<file path="src/cpu_core_pkg.sv">
// shared types and constants for the core register set and flag logic
package cpu_core_pkg;
    localparam int FLAG_C = 0;
    localparam int FLAG_Z = 1;
    localparam int FLAG_N = 2;
    localparam int FLAG_MASK_LOWER = 3;
    localparam int FLAG_H = 4;
    localparam int FLAG_MASK_UPPER = 5;
    localparam logic [1:0] FLAG_FIXED = 2'h3;
    // reset value 111x1xxx with unknown bits taken as zero
    localparam logic [7:0] FLAGS_RESET = 8'he8;
    localparam logic [7:0] DATA_RESET = 8'h00;
    localparam logic [15:0] IP_RESET = 16'h0000;
    // {upper, lower} mask pairs per software priority level
    localparam logic [1:0] PRIO_LEVEL0 = 2'h2;
    localparam logic [1:0] PRIO_LEVEL1 = 2'h1;
    localparam logic [1:0] PRIO_LEVEL2 = 2'h0;
    localparam logic [1:0] PRIO_LEVEL3 = 2'h3;

    typedef enum logic [4:0] {
        OP_NOP, OP_LD_A, OP_LD_X, OP_LD_Y, OP_LD_IPL, OP_LD_IPH,
        OP_ADD, OP_ADC, OP_SUB, OP_SBC, OP_AND, OP_OR, OP_XOR,
        OP_INC, OP_DEC, OP_SHL, OP_SHR, OP_ROL, OP_ROR, OP_BTST,
        OP_SCF, OP_RCF, OP_SIM, OP_RIM, OP_POP_CC, OP_BRANCH,
        OP_IRQ_ENTRY, OP_IRET
    } op_code_t;

    typedef enum logic [3:0] {
        BR_ALWAYS, BR_NIBBLE_CARRY, BR_NO_NIBBLE_CARRY, BR_SIGN_SET, BR_SIGN_CLEAR,
        BR_RESULT_EMPTY, BR_RESULT_NONEMPTY, BR_OVERFLOW_SET, BR_OVERFLOW_CLEAR
    } branch_cond_t;

    typedef struct packed {
        logic valid;
        op_code_t code;
        branch_cond_t cond;
        logic [7:0] data;
        logic [1:0] prio;
    } op_t;

    typedef struct packed {
        logic [7:0] flags;
        logic [7:0] acc;
        logic [7:0] idx_x;
        logic [15:0] ip;
    } ctx_t;
endpackage

</file>
<file path="src/cpu_registers_and_condition_flags.sv">
// core register set, program counter and condition flag register
// Function
// - one 8-bit accumulator feeds ALU operands and takes results
// - two 8-bit index registers for addresses or temporary data
// - interrupt context save and restore never touch the second index register
// - 16-bit instruction pointer, low and high bytes loadable separately
// - core registers have no memory address, only instructions reach them
// - flag layout 1,1,upper mask,H,lower mask,N,Z,C; reset 111x1xxx
// - flags restorable by pop, readable for push, bits testable and alterable
// - add and add-with-carry set H on carry from bit 3, else clear it
// - branches on nibble carry set and clear
// - after result-producing ops N equals result bit 7
// - branches on sign set and clear
// - after result-producing ops Z is one exactly when result is zero
// - branches on result empty and nonempty
// - C set on overflow or borrow of arithmetic, cleared otherwise
// - instructions force C to one or zero; branches on C set and clear
// - bit test, shift and rotate also update C
// - mask pair encodes priority: 10=0, 01=1, 00=2, 11=3 disables
// - interrupt entry loads mask pair from its priority; software ops change it too
`timescale 1ns/100ps
`default_nettype none
module cpu_registers_and_condition_flags (
    input wire logic i_clk_sys,
    input wire logic i_rst,
    input wire cpu_core_pkg::op_t i_op,
    input wire cpu_core_pkg::ctx_t i_ctx,
    output logic [7:0] o_acc,
    output logic [7:0] o_idx_x,
    output logic [7:0] o_idx_y,
    output logic [15:0] o_instruction_pointer,
    output logic [7:0] o_flag_register,
    output logic o_branch_taken,
    output cpu_core_pkg::ctx_t o_ctx_save
);
    logic [7:0] acc_reg, acc_next;
    logic [7:0] idx_x_reg, idx_x_next;
    logic [7:0] idx_y_reg, idx_y_next;
    logic [15:0] ip_reg, ip_next;
    logic [7:0] flags_reg, flags_next;
    logic taken_reg, taken_next;
    cpu_core_pkg::ctx_t ctx_reg, ctx_next;
    logic [7:0] alu_a;
    logic [7:0] alu_res;
    logic alu_c, alu_h, alu_upd_c, alu_upd_h;
    logic cond_true;
    logic nz_upd;
    logic [7:0] nz_val;

    // the ALU always takes the accumulator as its first operand
    assign alu_a = acc_reg;

    flag_alu u_alu (
        .i_code(i_op.code),
        .i_a(alu_a),
        .i_b(i_op.data),
        .i_carry(flags_reg[cpu_core_pkg::FLAG_C]),
        .o_result(alu_res),
        .o_carry(alu_c),
        .o_half(alu_h),
        .o_upd_carry(alu_upd_c),
        .o_upd_half(alu_upd_h)
    );

    always_comb begin
        unique case (i_op.cond)
            cpu_core_pkg::BR_NIBBLE_CARRY: cond_true = flags_reg[cpu_core_pkg::FLAG_H];
            cpu_core_pkg::BR_NO_NIBBLE_CARRY: cond_true = !flags_reg[cpu_core_pkg::FLAG_H];
            cpu_core_pkg::BR_SIGN_SET: cond_true = flags_reg[cpu_core_pkg::FLAG_N];
            cpu_core_pkg::BR_SIGN_CLEAR: cond_true = !flags_reg[cpu_core_pkg::FLAG_N];
            cpu_core_pkg::BR_RESULT_EMPTY: cond_true = flags_reg[cpu_core_pkg::FLAG_Z];
            cpu_core_pkg::BR_RESULT_NONEMPTY: cond_true = !flags_reg[cpu_core_pkg::FLAG_Z];
            cpu_core_pkg::BR_OVERFLOW_SET: cond_true = flags_reg[cpu_core_pkg::FLAG_C];
            cpu_core_pkg::BR_OVERFLOW_CLEAR: cond_true = !flags_reg[cpu_core_pkg::FLAG_C];
            cpu_core_pkg::BR_ALWAYS: cond_true = 1'b1;
            default: cond_true = 1'b0;
        endcase
    end

    // next state of the architectural registers
    always_comb begin
        acc_next = acc_reg;
        idx_x_next = idx_x_reg;
        idx_y_next = idx_y_reg;
        ip_next = ip_reg;
        flags_next = flags_reg;
        taken_next = 1'b0;
        ctx_next = ctx_reg;
        nz_upd = 1'b0;
        nz_val = 8'h00;
        if (i_op.valid) begin
            ip_next = ip_reg + 16'h0001;
            unique case (i_op.code)
                cpu_core_pkg::OP_LD_A: begin
                    acc_next = i_op.data;
                    nz_upd = 1'b1;
                    nz_val = i_op.data;
                end
                cpu_core_pkg::OP_LD_X: begin
                    idx_x_next = i_op.data;
                    nz_upd = 1'b1;
                    nz_val = i_op.data;
                end
                cpu_core_pkg::OP_LD_Y: begin
                    idx_y_next = i_op.data;
                    nz_upd = 1'b1;
                    nz_val = i_op.data;
                end
                cpu_core_pkg::OP_LD_IPL: ip_next = {ip_reg[15:8], i_op.data};
                cpu_core_pkg::OP_LD_IPH: ip_next = {i_op.data, ip_reg[7:0]};
                cpu_core_pkg::OP_ADD, cpu_core_pkg::OP_ADC, cpu_core_pkg::OP_SUB,
                cpu_core_pkg::OP_SBC, cpu_core_pkg::OP_AND, cpu_core_pkg::OP_OR,
                cpu_core_pkg::OP_XOR, cpu_core_pkg::OP_INC, cpu_core_pkg::OP_DEC,
                cpu_core_pkg::OP_SHL, cpu_core_pkg::OP_SHR, cpu_core_pkg::OP_ROL,
                cpu_core_pkg::OP_ROR: begin
                    acc_next = alu_res;
                    nz_upd = 1'b1;
                    nz_val = alu_res;
                end
                cpu_core_pkg::OP_BTST: nz_upd = 1'b0;
                cpu_core_pkg::OP_SCF: flags_next[cpu_core_pkg::FLAG_C] = 1'b1;
                cpu_core_pkg::OP_RCF: flags_next[cpu_core_pkg::FLAG_C] = 1'b0;
                cpu_core_pkg::OP_SIM: begin
                    flags_next[cpu_core_pkg::FLAG_MASK_UPPER] = cpu_core_pkg::PRIO_LEVEL3[1];
                    flags_next[cpu_core_pkg::FLAG_MASK_LOWER] = cpu_core_pkg::PRIO_LEVEL3[0];
                end
                cpu_core_pkg::OP_RIM: begin
                    flags_next[cpu_core_pkg::FLAG_MASK_UPPER] = cpu_core_pkg::PRIO_LEVEL0[1];
                    flags_next[cpu_core_pkg::FLAG_MASK_LOWER] = cpu_core_pkg::PRIO_LEVEL0[0];
                end
                cpu_core_pkg::OP_POP_CC: flags_next = i_op.data;
                cpu_core_pkg::OP_BRANCH: begin
                    if (cond_true) begin
                        ip_next = ip_reg + 16'h0001 + {{8{i_op.data[7]}}, i_op.data};
                        taken_next = 1'b1;
                    end
                end
                cpu_core_pkg::OP_IRQ_ENTRY: begin
                    // save context, jump to the supplied vector, load the mask pair from the op priority
                    ctx_next = '{flags: flags_reg, acc: acc_reg, idx_x: idx_x_reg, ip: ip_reg};
                    ip_next = i_ctx.ip;
                    flags_next[cpu_core_pkg::FLAG_MASK_UPPER] = i_op.prio[1];
                    flags_next[cpu_core_pkg::FLAG_MASK_LOWER] = i_op.prio[0];
                end
                cpu_core_pkg::OP_IRET: begin
                    flags_next = i_ctx.flags;
                    acc_next = i_ctx.acc;
                    idx_x_next = i_ctx.idx_x;
                    ip_next = i_ctx.ip;
                end
                default: ip_next = ip_reg + 16'h0001;
            endcase
            if (alu_upd_c) begin
                flags_next[cpu_core_pkg::FLAG_C] = alu_c;
            end
            if (alu_upd_h) begin
                flags_next[cpu_core_pkg::FLAG_H] = alu_h;
            end
            if (nz_upd) begin
                flags_next[cpu_core_pkg::FLAG_N] = nz_val[7];
                flags_next[cpu_core_pkg::FLAG_Z] = (nz_val == 8'h00);
            end
        end
        flags_next[7:6] = cpu_core_pkg::FLAG_FIXED;
    end

    // registers live only here; nothing maps them into an address space
    always_ff @(posedge i_clk_sys or posedge i_rst) begin
        if (i_rst) begin
            acc_reg <= cpu_core_pkg::DATA_RESET;
            idx_x_reg <= cpu_core_pkg::DATA_RESET;
            idx_y_reg <= cpu_core_pkg::DATA_RESET;
            ip_reg <= cpu_core_pkg::IP_RESET;
            flags_reg <= cpu_core_pkg::FLAGS_RESET;
            taken_reg <= 1'b0;
            ctx_reg <= '0;
        end else begin
            acc_reg <= acc_next;
            idx_x_reg <= idx_x_next;
            idx_y_reg <= idx_y_next;
            ip_reg <= ip_next;
            flags_reg <= flags_next;
            taken_reg <= taken_next;
            ctx_reg <= ctx_next;
        end
    end

    assign o_acc = acc_reg;
    assign o_idx_x = idx_x_reg;
    assign o_idx_y = idx_y_reg;
    assign o_instruction_pointer = ip_reg;
    assign o_flag_register = flags_reg;
    assign o_branch_taken = taken_reg;
    assign o_ctx_save = ctx_reg;

    // helper for the half-carry check
    logic [4:0] half_ref;
    assign half_ref = {1'b0, acc_reg[3:0]} + {1'b0, i_op.data[3:0]}
        + {4'h0, i_op.code == cpu_core_pkg::OP_ADC && flags_reg[cpu_core_pkg::FLAG_C]};

    property p_fixed_ones;
        @(posedge i_clk_sys) disable iff (i_rst) o_flag_register[7:6] == 2'h3;
    endproperty
    a_fixed_ones: assert property (p_fixed_ones) else $error("fixed flag bits not one");

    property p_reset_flags;
        @(posedge i_clk_sys) $fell(i_rst) |-> o_flag_register == 8'he8 || $past(i_op.valid);
    endproperty
    a_reset_flags: assert property (p_reset_flags) else $error("flag reset value wrong");

    property p_half;
        @(posedge i_clk_sys) disable iff (i_rst)
            i_op.valid && (i_op.code == cpu_core_pkg::OP_ADD || i_op.code == cpu_core_pkg::OP_ADC)
            |=> o_flag_register[4] == $past(half_ref[4]);
    endproperty
    a_half: assert property (p_half) else $error("half carry wrong after add");

    property p_sign;
        @(posedge i_clk_sys) disable iff (i_rst)
            i_op.valid && i_op.code inside {cpu_core_pkg::OP_ADD, cpu_core_pkg::OP_SUB,
                cpu_core_pkg::OP_AND, cpu_core_pkg::OP_XOR, cpu_core_pkg::OP_LD_A, cpu_core_pkg::OP_INC}
            |=> o_flag_register[2] == o_acc[7];
    endproperty
    a_sign: assert property (p_sign) else $error("sign flag does not copy result bit 7");

    property p_zero;
        @(posedge i_clk_sys) disable iff (i_rst)
            i_op.valid && i_op.code inside {cpu_core_pkg::OP_ADD, cpu_core_pkg::OP_SUB,
                cpu_core_pkg::OP_OR, cpu_core_pkg::OP_LD_A, cpu_core_pkg::OP_DEC}
            |=> o_flag_register[1] == (o_acc == 8'h00);
    endproperty
    a_zero: assert property (p_zero) else $error("zero flag wrong");

    property p_sub_borrow;
        @(posedge i_clk_sys) disable iff (i_rst)
            i_op.valid && i_op.code == cpu_core_pkg::OP_SUB
            |=> o_flag_register[0] == ($past(o_acc) < $past(i_op.data));
    endproperty
    a_sub_borrow: assert property (p_sub_borrow) else $error("borrow flag wrong");

    property p_force_carry;
        @(posedge i_clk_sys) disable iff (i_rst)
            i_op.valid && (i_op.code == cpu_core_pkg::OP_SCF || i_op.code == cpu_core_pkg::OP_RCF)
            |=> o_flag_register[0] == ($past(i_op.code) == cpu_core_pkg::OP_SCF)
                && $stable(o_acc);
    endproperty
    a_force_carry: assert property (p_force_carry) else $error("carry force failed");

    property p_shift_carry;
        @(posedge i_clk_sys) disable iff (i_rst)
            i_op.valid && i_op.code == cpu_core_pkg::OP_SHL |=> o_flag_register[0] == $past(o_acc[7]);
    endproperty
    a_shift_carry: assert property (p_shift_carry) else $error("shift carry wrong");

    property p_y_irq;
        @(posedge i_clk_sys) disable iff (i_rst)
            i_op.valid && (i_op.code == cpu_core_pkg::OP_IRQ_ENTRY || i_op.code == cpu_core_pkg::OP_IRET)
            |=> $stable(o_idx_y);
    endproperty
    a_y_irq: assert property (p_y_irq) else $error("second index changed by interrupt");

    property p_irq_mask;
        @(posedge i_clk_sys) disable iff (i_rst)
            i_op.valid && i_op.code == cpu_core_pkg::OP_IRQ_ENTRY
            |=> {o_flag_register[5], o_flag_register[3]} == $past(i_op.prio)
                && o_ctx_save.ip == $past(o_instruction_pointer);
    endproperty
    a_irq_mask: assert property (p_irq_mask) else $error("mask pair not loaded on entry");

    property p_branch_h;
        @(posedge i_clk_sys) disable iff (i_rst)
            i_op.valid && i_op.code == cpu_core_pkg::OP_BRANCH && i_op.cond == cpu_core_pkg::BR_NIBBLE_CARRY
            |=> o_branch_taken == $past(o_flag_register[4]);
    endproperty
    a_branch_h: assert property (p_branch_h) else $error("nibble carry branch wrong");

    property p_branch_z;
        @(posedge i_clk_sys) disable iff (i_rst)
            i_op.valid && i_op.code == cpu_core_pkg::OP_BRANCH && i_op.cond == cpu_core_pkg::BR_RESULT_EMPTY
            |=> o_branch_taken == $past(o_flag_register[1]);
    endproperty
    a_branch_z: assert property (p_branch_z) else $error("result empty branch wrong");

    property p_mask_sw;
        @(posedge i_clk_sys) disable iff (i_rst) i_op.valid && i_op.code == cpu_core_pkg::OP_SIM
            |=> {o_flag_register[5], o_flag_register[3]} == cpu_core_pkg::PRIO_LEVEL3;
    endproperty
    a_mask_sw: assert property (p_mask_sw) else $error("mask pair not raised");

    property p_ip_low;
        @(posedge i_clk_sys) disable iff (i_rst)
            i_op.valid && i_op.code == cpu_core_pkg::OP_LD_IPL
            |=> o_instruction_pointer == {$past(o_instruction_pointer[15:8]), $past(i_op.data)};
    endproperty
    a_ip_low: assert property (p_ip_low) else $error("low pointer byte load wrong");

    c_irq: cover property (@(posedge i_clk_sys) disable iff (i_rst)
        i_op.valid && i_op.code == cpu_core_pkg::OP_IRQ_ENTRY ##1 i_op.valid && i_op.code == cpu_core_pkg::OP_IRET);
    c_taken: cover property (@(posedge i_clk_sys) disable iff (i_rst) o_branch_taken);
    c_half: cover property (@(posedge i_clk_sys) disable iff (i_rst) $rose(o_flag_register[4]));
    c_borrow: cover property (@(posedge i_clk_sys) disable iff (i_rst) $rose(o_flag_register[0]));
endmodule
`default_nettype wire

</file>
<file path="src/flag_alu.sv">
// combinational result and carry/half-carry logic for one instruction
`timescale 1ns/100ps
`default_nettype none
module flag_alu (
    input wire cpu_core_pkg::op_code_t i_code,
    input wire logic [7:0] i_a,
    input wire logic [7:0] i_b,
    input wire logic i_carry,
    output logic [7:0] o_result,
    output logic o_carry,
    output logic o_half,
    output logic o_upd_carry,
    output logic o_upd_half
);
    logic [8:0] sum;
    logic [4:0] nib;

    always_comb begin
        sum = 9'h000;
        nib = 5'h00;
        o_result = i_a;
        o_carry = i_carry;
        o_half = 1'b0;
        o_upd_carry = 1'b0;
        o_upd_half = 1'b0;
        unique case (i_code)
            cpu_core_pkg::OP_ADD, cpu_core_pkg::OP_ADC: begin
                sum = {1'b0, i_a} + {1'b0, i_b} + {8'h00, i_code == cpu_core_pkg::OP_ADC && i_carry};
                nib = {1'b0, i_a[3:0]} + {1'b0, i_b[3:0]} + {4'h0, i_code == cpu_core_pkg::OP_ADC && i_carry};
                o_result = sum[7:0];
                o_carry = sum[8];
                o_half = nib[4];
                o_upd_carry = 1'b1;
                o_upd_half = 1'b1;
            end
            cpu_core_pkg::OP_SUB, cpu_core_pkg::OP_SBC: begin
                sum = {1'b0, i_a} - {1'b0, i_b} - {8'h00, i_code == cpu_core_pkg::OP_SBC && i_carry};
                o_result = sum[7:0];
                o_carry = sum[8];
                o_upd_carry = 1'b1;
            end
            cpu_core_pkg::OP_AND: o_result = i_a & i_b;
            cpu_core_pkg::OP_OR: o_result = i_a | i_b;
            cpu_core_pkg::OP_XOR: o_result = i_a ^ i_b;
            cpu_core_pkg::OP_INC: o_result = i_a + 8'h01;
            cpu_core_pkg::OP_DEC: o_result = i_a - 8'h01;
            cpu_core_pkg::OP_SHL, cpu_core_pkg::OP_ROL: begin
                o_result = {i_a[6:0], i_code == cpu_core_pkg::OP_ROL && i_carry};
                o_carry = i_a[7];
                o_upd_carry = 1'b1;
            end
            cpu_core_pkg::OP_SHR, cpu_core_pkg::OP_ROR: begin
                o_result = {i_code == cpu_core_pkg::OP_ROR && i_carry, i_a[7:1]};
                o_carry = i_a[0];
                o_upd_carry = 1'b1;
            end
            cpu_core_pkg::OP_BTST: begin
                o_carry = i_a[i_b[2:0]];
                o_upd_carry = 1'b1;
            end
            default: o_result = i_a;
        endcase
    end
endmodule
`default_nettype wire

</file>
<file path="config.mk">
export PLATFORM = sky130hd
export DESIGN_NAME = cpu_registers_and_condition_flags
export DESIGN_NICKNAME = d
export VERILOG_FILES = /design/src/cpu_core_pkg.sv /design/src/cpu_registers_and_condition_flags.sv /design/src/flag_alu.sv
export SDC_FILE = /design/constraint.sdc
export NUM_CORES = 1
export LEC_CHECK = 0
export ABC_AREA = 1
export ABC_CLOCK_PERIOD_IN_PS = 3450
export BUFFER_PORTS_ARGS = -buffer_cell sky130_fd_sc_hd__clkbuf_2
export CORE_UTILIZATION = 55
export DETAILED_ROUTE_END_ITERATION = 10
export HOLD_SLACK_MARGIN = 0.08
export PLACE_DENSITY = 0.8
export SLEW_MARGIN = 20
export SYNTH_ARGS = -nofsm -noshare
export SYNTH_HDL_FRONTEND = slang
export SYNTH_SLANG_ARGS = --single-unit
</file>
<file path="constraint.sdc">
create_clock -name i_clk_sys -period 3.45 [get_ports i_clk_sys]
set_clock_uncertainty 0.2 [all_clocks]
set_input_delay 0.5175 -clock i_clk_sys [delete_from_list [all_inputs] [get_ports i_clk_sys]]
set_output_delay 0.5175 -clock i_clk_sys [all_outputs]
set_load 0.05 [all_outputs]
</file>
==> impl_metrics.json, run 1 <==
{
  "period_share_pct": 95.0,
  "path_common_cell": "nand2_1",
  "initial_core_util_pct": 56.2,
  "num_rows": 42,
  "ant_nets": 0,
  "overflow": 0,
  "yosysWarnings": 0,
  "multi_input_area_mm2": 0.00463,
  "worst_r2r_path_depth": 17,
  "fillers": 1200,
  "critical_path.slowest_cell": "dfrtp_2",
  "mostFrequentLayoutCells": "nand2_1, clkbuf_2, inv_1, nor2_1, o21ai_0",
  "cts_tree": "done",
  "portBuffers": 146,
  "cts.sinks": 86,
  "avgSynthCellArea_um2": 6.88,
  "die_height_um": 118,
  "min_path_type": "input port to flip-flop",
  "wl_per_cell_um": 17.1,
  "cp_max_fo": 5,
  "track_usage_pct": 36.3,
  "outcome": "complete, no violations",
  "clkTransAtPathRegs_ns": 0.08,
  "syn-cell-area_mm2": 0.00741,
  "hold_depth": 3,
  "clock_latency_ns": 0.37,
  "cap_violations": 0,
  "hold_viol_final": 0,
  "end_kind": "flip-flop",
  "seqCellArea_mm2": 0.00216,
  "ctsRootBufferMaster": "clkbuf_16",
  "numCtsBuffers": 9,
  "diodes": 0,
  "p_leak_nw": 4.93,
  "cts_buffer_depth": 2,
  "utilization_pct": 69.5,
  "ys_seq_area_share_pct": 29.1,
  "drtIter0Drc": 784,
  "wirelength_um": 25100,
  "cp.arrival_ns": 3.30,
  "critPathRequiredTime_ns": 3.48,
  "fin_crit_ns": 3.28,
  "layout.nets": 1406,
  "antenna_found_initial": 0,
  "synth_ff_type": "dfrtp_1",
  "drive_above_1_share_pct": 22.8,
  "tightest_slew_ns": 0.722,
  "final_common_cell": "nand2_1",
  "route.detailed.drc": 0,
  "hpwlAfterDp_um": 19700,
  "ys_types": 48,
  "drtPass1Iterations": 5,
  "ir_drop_uv": 399,
  "cts-htree-levels": 3,
  "ioPinCount": 151,
  "grt_first_pass_wirelength_um": 39600,
  "critPathMaxStageDelay_ns": 0.41,
  "area_delta_synth_final_pct": 23.7,
  "viasPerCell": 5.66,
  "slew_headroom_pct": 51.8,
  "p_per_area_mw_per_mm2": 698,
  "drv_slew": 0,
  "core-area_mm2": 0.0132,
  "worstSetupStartpointType": "flip-flop",
  "whs_ns": 0.180,
  "synth_seq_cells": 86,
  "synth-edff-count": 0,
  "fmax_mhz": 305,
  "crit_chain": "inv_1 -> nor3_1 -> buf_4 -> nand2_1 -> buf_4 -> nor2_2 -> xor2_2 -> ha_1 -> nand2_1 -> inv_1 -> a21oi_1 -> nand3_1 -> xor2_1 -> o21ai_0 -> nand2_1 -> nand2_1 -> o21ai_0",
  "postSynthCellCount": 1078,
  "vias": 8296,
  "dieArea_mm2": 0.0139,
  "gp_congestion": 1.04,
  "grt_pass1_vias": 7687,
  "dieWidth_um": 118,
  "crit_type": "flip-flop to flip-flop",
  "async_flop_share_pct": 100,
  "finalSetupViolCount": 0,
  "grt_max_degree": 72
}
-- cell families (layout without fill, tap and decap cells) --
| family | Yosys count | count (layout) | share of synthesized area (%) |
|---|---|---|---|
| AOI/OAI and AO/OA | 208 | 208 | 16.5 |
| other | 1 | 2 | 0.0506 |
| DFF | 86 | 86 | 29.1 |
| and+or+nand+nor | 529 | 529 | 31.5 |
| xor gates and xnor gates | 20 | 20 | 2.36 |
| adders and majority gates | 58 | 58 | 10.4 |
| buffers and inverters | 170 | 382 | 9.18 |
| muxes | 6 | 6 | 0.911 |
-- worst max-delay path: cells and delay by family, from the launching register on --
kind / cells / cell delay [ns]
and+or+nand+nor: 7 / 0.90
xor gates and xnor gates: 2 / 0.41
buffers and inverters: 4 / 0.49
AOI/OAI and AO/OA: 3 / 0.42
DFF: 1 / 0.41
adders and majority gates: 1 / 0.31
-- per-stage QoR --
stage / TNS [ns] / setup WS (ns) / instance area [um^2] / total power, mW / std cells
finish: 0 / 0.174 / 9170 / 6.40 / 1467
global route: -0.00374 / -0.00352 / 9170 / 6.78 / 1467
global placement: 0 / 0.136 / 8790 / 5.22 / 1448
CTS: 0 / 0.0602 / 9100 / 6.30 / 1465
detailed placement: 0 / 0.0782 / 8790 / 5.29 / 1448
floorplan: 0 / 0.0997 / 7420 / 4.22 / 1079
-- cell type report --
class | instances | area share, %
Sequential cell | 86 | 23.5
Clock inverter | 7 | 0.805
Timing Repair Buffer | 220 | 14.3
Multi-Input combinational cell | 823 | 50.5
Clock buffer | 9 | 2.46
Inverter | 146 | 5.99
Tap cell | 176 | 2.40
-- timing repair --
item                                    4_1_cts  5_1_grt
gates resized for setup                       0       13
endpoints found under the hold margin        41        0
hold buffers                                  1        0
setup buffers                                 0        2
endpoints found under the setup margin        0        6
-- worst paths after layout --
kind,endpoint,from,slack (ns)
min,o_flag_register[5]$_DFFE_PP1P_,i_ctx[37],0.18
min in group asynchronous,o_ctx_save[2]$_DFFE_PP0P_,i_rst,0.59
max in group asynchronous,o_flag_register[5]$_DFFE_PP1P_,i_rst,1.71
max,o_instruction_pointer[12]$_DFFE_PP0P_,o_instruction_pointer[2]$_DFFE_PP0P_,0.17
max reg2reg,o_instruction_pointer[12]$_DFFE_PP0P_,o_instruction_pointer[2]$_DFFE_PP0P_,0.17
min reg2reg,o_ctx_save[35]$_DFFE_PP0P_,o_ctx_save[35]$_DFFE_PP0P_,0.29
-- routing by layer --
metal	track usage (%)	routed length (um)
met2	57.7	11200
met3	6.54	2240
met4	12.7	828
met5	0	0
met1	49.4	10800
-- registers in the layout (all words and copies together) (netlist names) --
signal and count:
o_acc 8, o_idx_x 8, o_branch_taken 1, o_ctx_save 39, o_idx_y 8, o_instruction_pointer 16, o_flag_register 6
-- cells in the mapped netlist (2+ instances only) --
cell type	instances	area (um^2)
a211oi_1	6	45.0
a21boi_0	2	15.0
a21o_1	2	15.0
a21oi_1	63	315
a221oi_1	6	52.6
a22oi_1	5	37.5
a31oi_1	11	68.8
a41oi_2	5	81.3
buf_2	4	20.0
buf_4	6	45.0
buf_6	2	22.5
clkbuf_1	11	41.3
clkinv_1	2	7.51
dfrtp_1	84	2100
dfstp_2	2	52.6
fa_1	6	120
ha_1	52	651
inv_1	137	514
inv_2	7	26.3
mux2_2	6	67.6
nand2_1	281	1050
nand2_2	7	43.8
nand3_1	80	400
nand3b_1	17	128
nand4_1	23	144
nor2_1	94	353
nor2_4	3	33.8
nor2_8	2	40.0
nor3_1	10	50.1
o211ai_1	6	45.0
o21ai_0	90	450
o21ai_1	2	10.0
o21ai_2	2	17.5
o21bai_1	4	30.0
or2_2	7	43.8
xnor2_1	5	43.8
xor2_1	15	131
-- where the power goes --
group	switching, mW	internal, mW
logic	2.65	1.18
clock network	0.504	0.513
registers	0.261	1.29
total	3.42	2.98
No activity file was read; power rests on OpenSTA's default activity.
==> inputs of run 2 (changes only) <==
--- a/config.mk
+++ b/config.mk
@@ -9,10 +9,10 @@
 export ABC_CLOCK_PERIOD_IN_PS = 3450
 export BUFFER_PORTS_ARGS = -buffer_cell sky130_fd_sc_hd__clkbuf_2
 export CORE_UTILIZATION = 55
+export CTS_BUF_LIST = sky130_fd_sc_hd__clkbuf_8
 export DETAILED_ROUTE_END_ITERATION = 10
 export HOLD_SLACK_MARGIN = 0.08
-export PLACE_DENSITY = 0.8
-export SLEW_MARGIN = 20
+export PLACE_DENSITY = 0.78
 export SYNTH_ARGS = -nofsm -noshare
 export SYNTH_HDL_FRONTEND = slang
 export SYNTH_SLANG_ARGS = --single-unit
==> impl_metrics.json, run 2 (same netlist as run 1, synthesis figures left out) <==
{
  "outcome": "complete, no violations",
  "rrSetupSlack_ns": 0.21,
  "final_common_cell": "nand2_1",
  "area_delta_synth_final_pct": 21.8,
  "initial_core_util_pct": 56.2,
  "hpwlAfterDp_um": 19300,
  "cap_violations": 0,
  "wl_per_cell_um": 16.8,
  "drtPass1Iterations": 5,
  "tightest_slew_ns": 1.21,
  "wl_met3_um": 2070,
  "highest_layer": "met4",
  "core-area_mm2": 0.0132,
  "critPathRequiredTime_ns": 3.54,
  "diodes": 0,
  "drv_slew": 0,
  "vias": 8245,
  "cts-htree-levels": 3,
  "cp.arrival_ns": 3.33,
  "wirelength_um": 24600,
  "dieArea_mm2": 0.0139,
  "clkTransAtPathRegs_ns": 0.10,
  "hold_viol_final": 0,
  "fmax_mhz": 309,
  "portBuffers": 146,
  "slew_headroom_pct": 18.4,
  "whs_ns": 0.148,
  "utilization_pct": 68.5,
  "gp_congestion": 1.01,
  "layout.nets": 1407,
  "largest_register_ffs": 39,
  "mostFrequentLayoutCells": "nand2_1, clkbuf_2, inv_1, nor2_1, o21ai_0",
  "period_share_pct": 93.9,
  "viasPerCell": 5.62,
  "overflow": 0,
  "crit_start": "o_instruction_pointer[0]$_DFFE_PP0P_",
  "min_path_type": "input port to flip-flop",
  "finalNonFillerCells": 1468,
  "ant_nets": 0,
  "cts_tree": "done",
  "grt_pass1_vias": 7543,
  "wl_met1_um": 10900,
  "ctsRootBufferMaster": "clkbuf_8",
  "wl_met2_um": 10900,
  "end_kind": "flip-flop",
  "place_area_mm2": 0.00880,
  "p_leak_nw": 4.88,
  "rsz0062_at_grt": "yes",
  "track_usage_pct": 35.9,
  "cts.sinks": 86,
  "fin_crit_ns": 3.24,
  "crit_path_end": "o_instruction_pointer[14]$_DFFE_PP0P_",
  "r2r-start": "o_instruction_pointer[0]$_DFFE_PP0P_",
  "grt_max_degree": 87,
  "drtIter0Drc": 614,
  "dieWidth_um": 118,
  "power.total_mw": 6.10,
  "die_height_um": 118,
  "finalSetupViolCount": 0,
  "worstSetupStartpointType": "flip-flop",
  "cts_buffer_depth": 2,
  "ir_drop_uv": 414,
  "route.detailed.drc": 0,
  "min_from": "i_ctx[37]",
  "drive_above_1_share_pct": 22.5,
  "numCtsBuffers": 9,
  "r2r_end": "o_instruction_pointer[14]$_DFFE_PP0P_",
  "antenna_found_initial": 0,
  "stdcell_area_mm2": 0.00903,
  "worst_r2r_path_depth": 16,
  "dp.cells": 1450,
  "grt_first_pass_wirelength_um": 38700,
  "p_per_area_mw_per_mm2": 675,
  "ioPinCount": 151,
  "cp_max_fo": 7,
  "num_rows": 42,
  "crit_type": "flip-flop to flip-flop",
  "clock_latency_ns": 0.41
}
-- run 2: cell type report --
cell class,count,area (um^2)
multi-input cells,823,4620
fillers,1228,4160
flip-flops and latches,86,2150
repair buffers,221,1310
inverters,146,549
well taps,176,220
clock buffers,9,124
clock inverters,7,55.1
-- run 2: worst min path at each step --
| stage | cells after the start | slack, ns | end |
|---|---|---|---|
| 2_1_floorplan | 2 | 0.39 | o_flag_register[0]$_DFFE_PP0P_ |
| 3_3_place_gp | 2 | 0.26 | o_ctx_save[23]$_DFFE_PP0P_ |
| 3_5_place_dp | 2 | 0.27 | o_ctx_save[25]$_DFFE_PP0P_ |
| 4_1_cts | 3 | 0.14 | o_flag_register[5]$_DFFE_PP1P_ |
| 5_1_grt | 3 | 0.15 | o_flag_register[5]$_DFFE_PP1P_ |
| 6_report | 3 | 0.15 | o_flag_register[5]$_DFFE_PP1P_ |
-- run 2: critical path, cell delays in order (launching register included) --
cell,delay (ns)
dfrtp_1,0.41
inv_1,0.07
nor3_1,0.27
nand2_1,0.14
nor3_1,0.32
nand2_1,0.16
xor2_1,0.22
inv_1,0.07
ha_1,0.36
a21oi_1,0.18
nand2_1,0.07
a21oi_1,0.18
a21oi_1,0.09
o21ai_0,0.16
nand2_1,0.10
nand2_1,0.08
nand2_1,0.05
-- run 2: layer usage --
layer	vias to the layer above	global-route usage (%)
met5	-	0
met4	0	15.3
met3	57	6.30
met2	384	55.3
met1	3817	49.5
li1	3987	-
-- run 2: power by group --
| part | switching [mW] | internal (mW) |
|---|---|---|
| combinational | 2.65 | 1.20 |
| clock | 0.438 | 0.272 |
| sequential | 0.252 | 1.28 |
| total | 3.34 | 2.76 |
-- run 2: metrics by stage --
step | TNS (ns) | setup WS (ns)
2_1_floorplan | 0 | 0.0997
3_3_place_gp | 0 | 0.119
3_5_place_dp | 0 | 0.0647
4_1_cts | 0 | 0.0130
5_1_grt | -0.183 | -0.0904
6_report | 0 | 0.210
-- run 2: timing repair --
item / 4_1_cts / 5_1_grt
hold buffers: 1 / 0
endpoints found under the setup margin: 0 / 6
setup buffers: 0 / 1
gates resized for setup: 0 / 9
hold endpoints to repair: 84 / 0
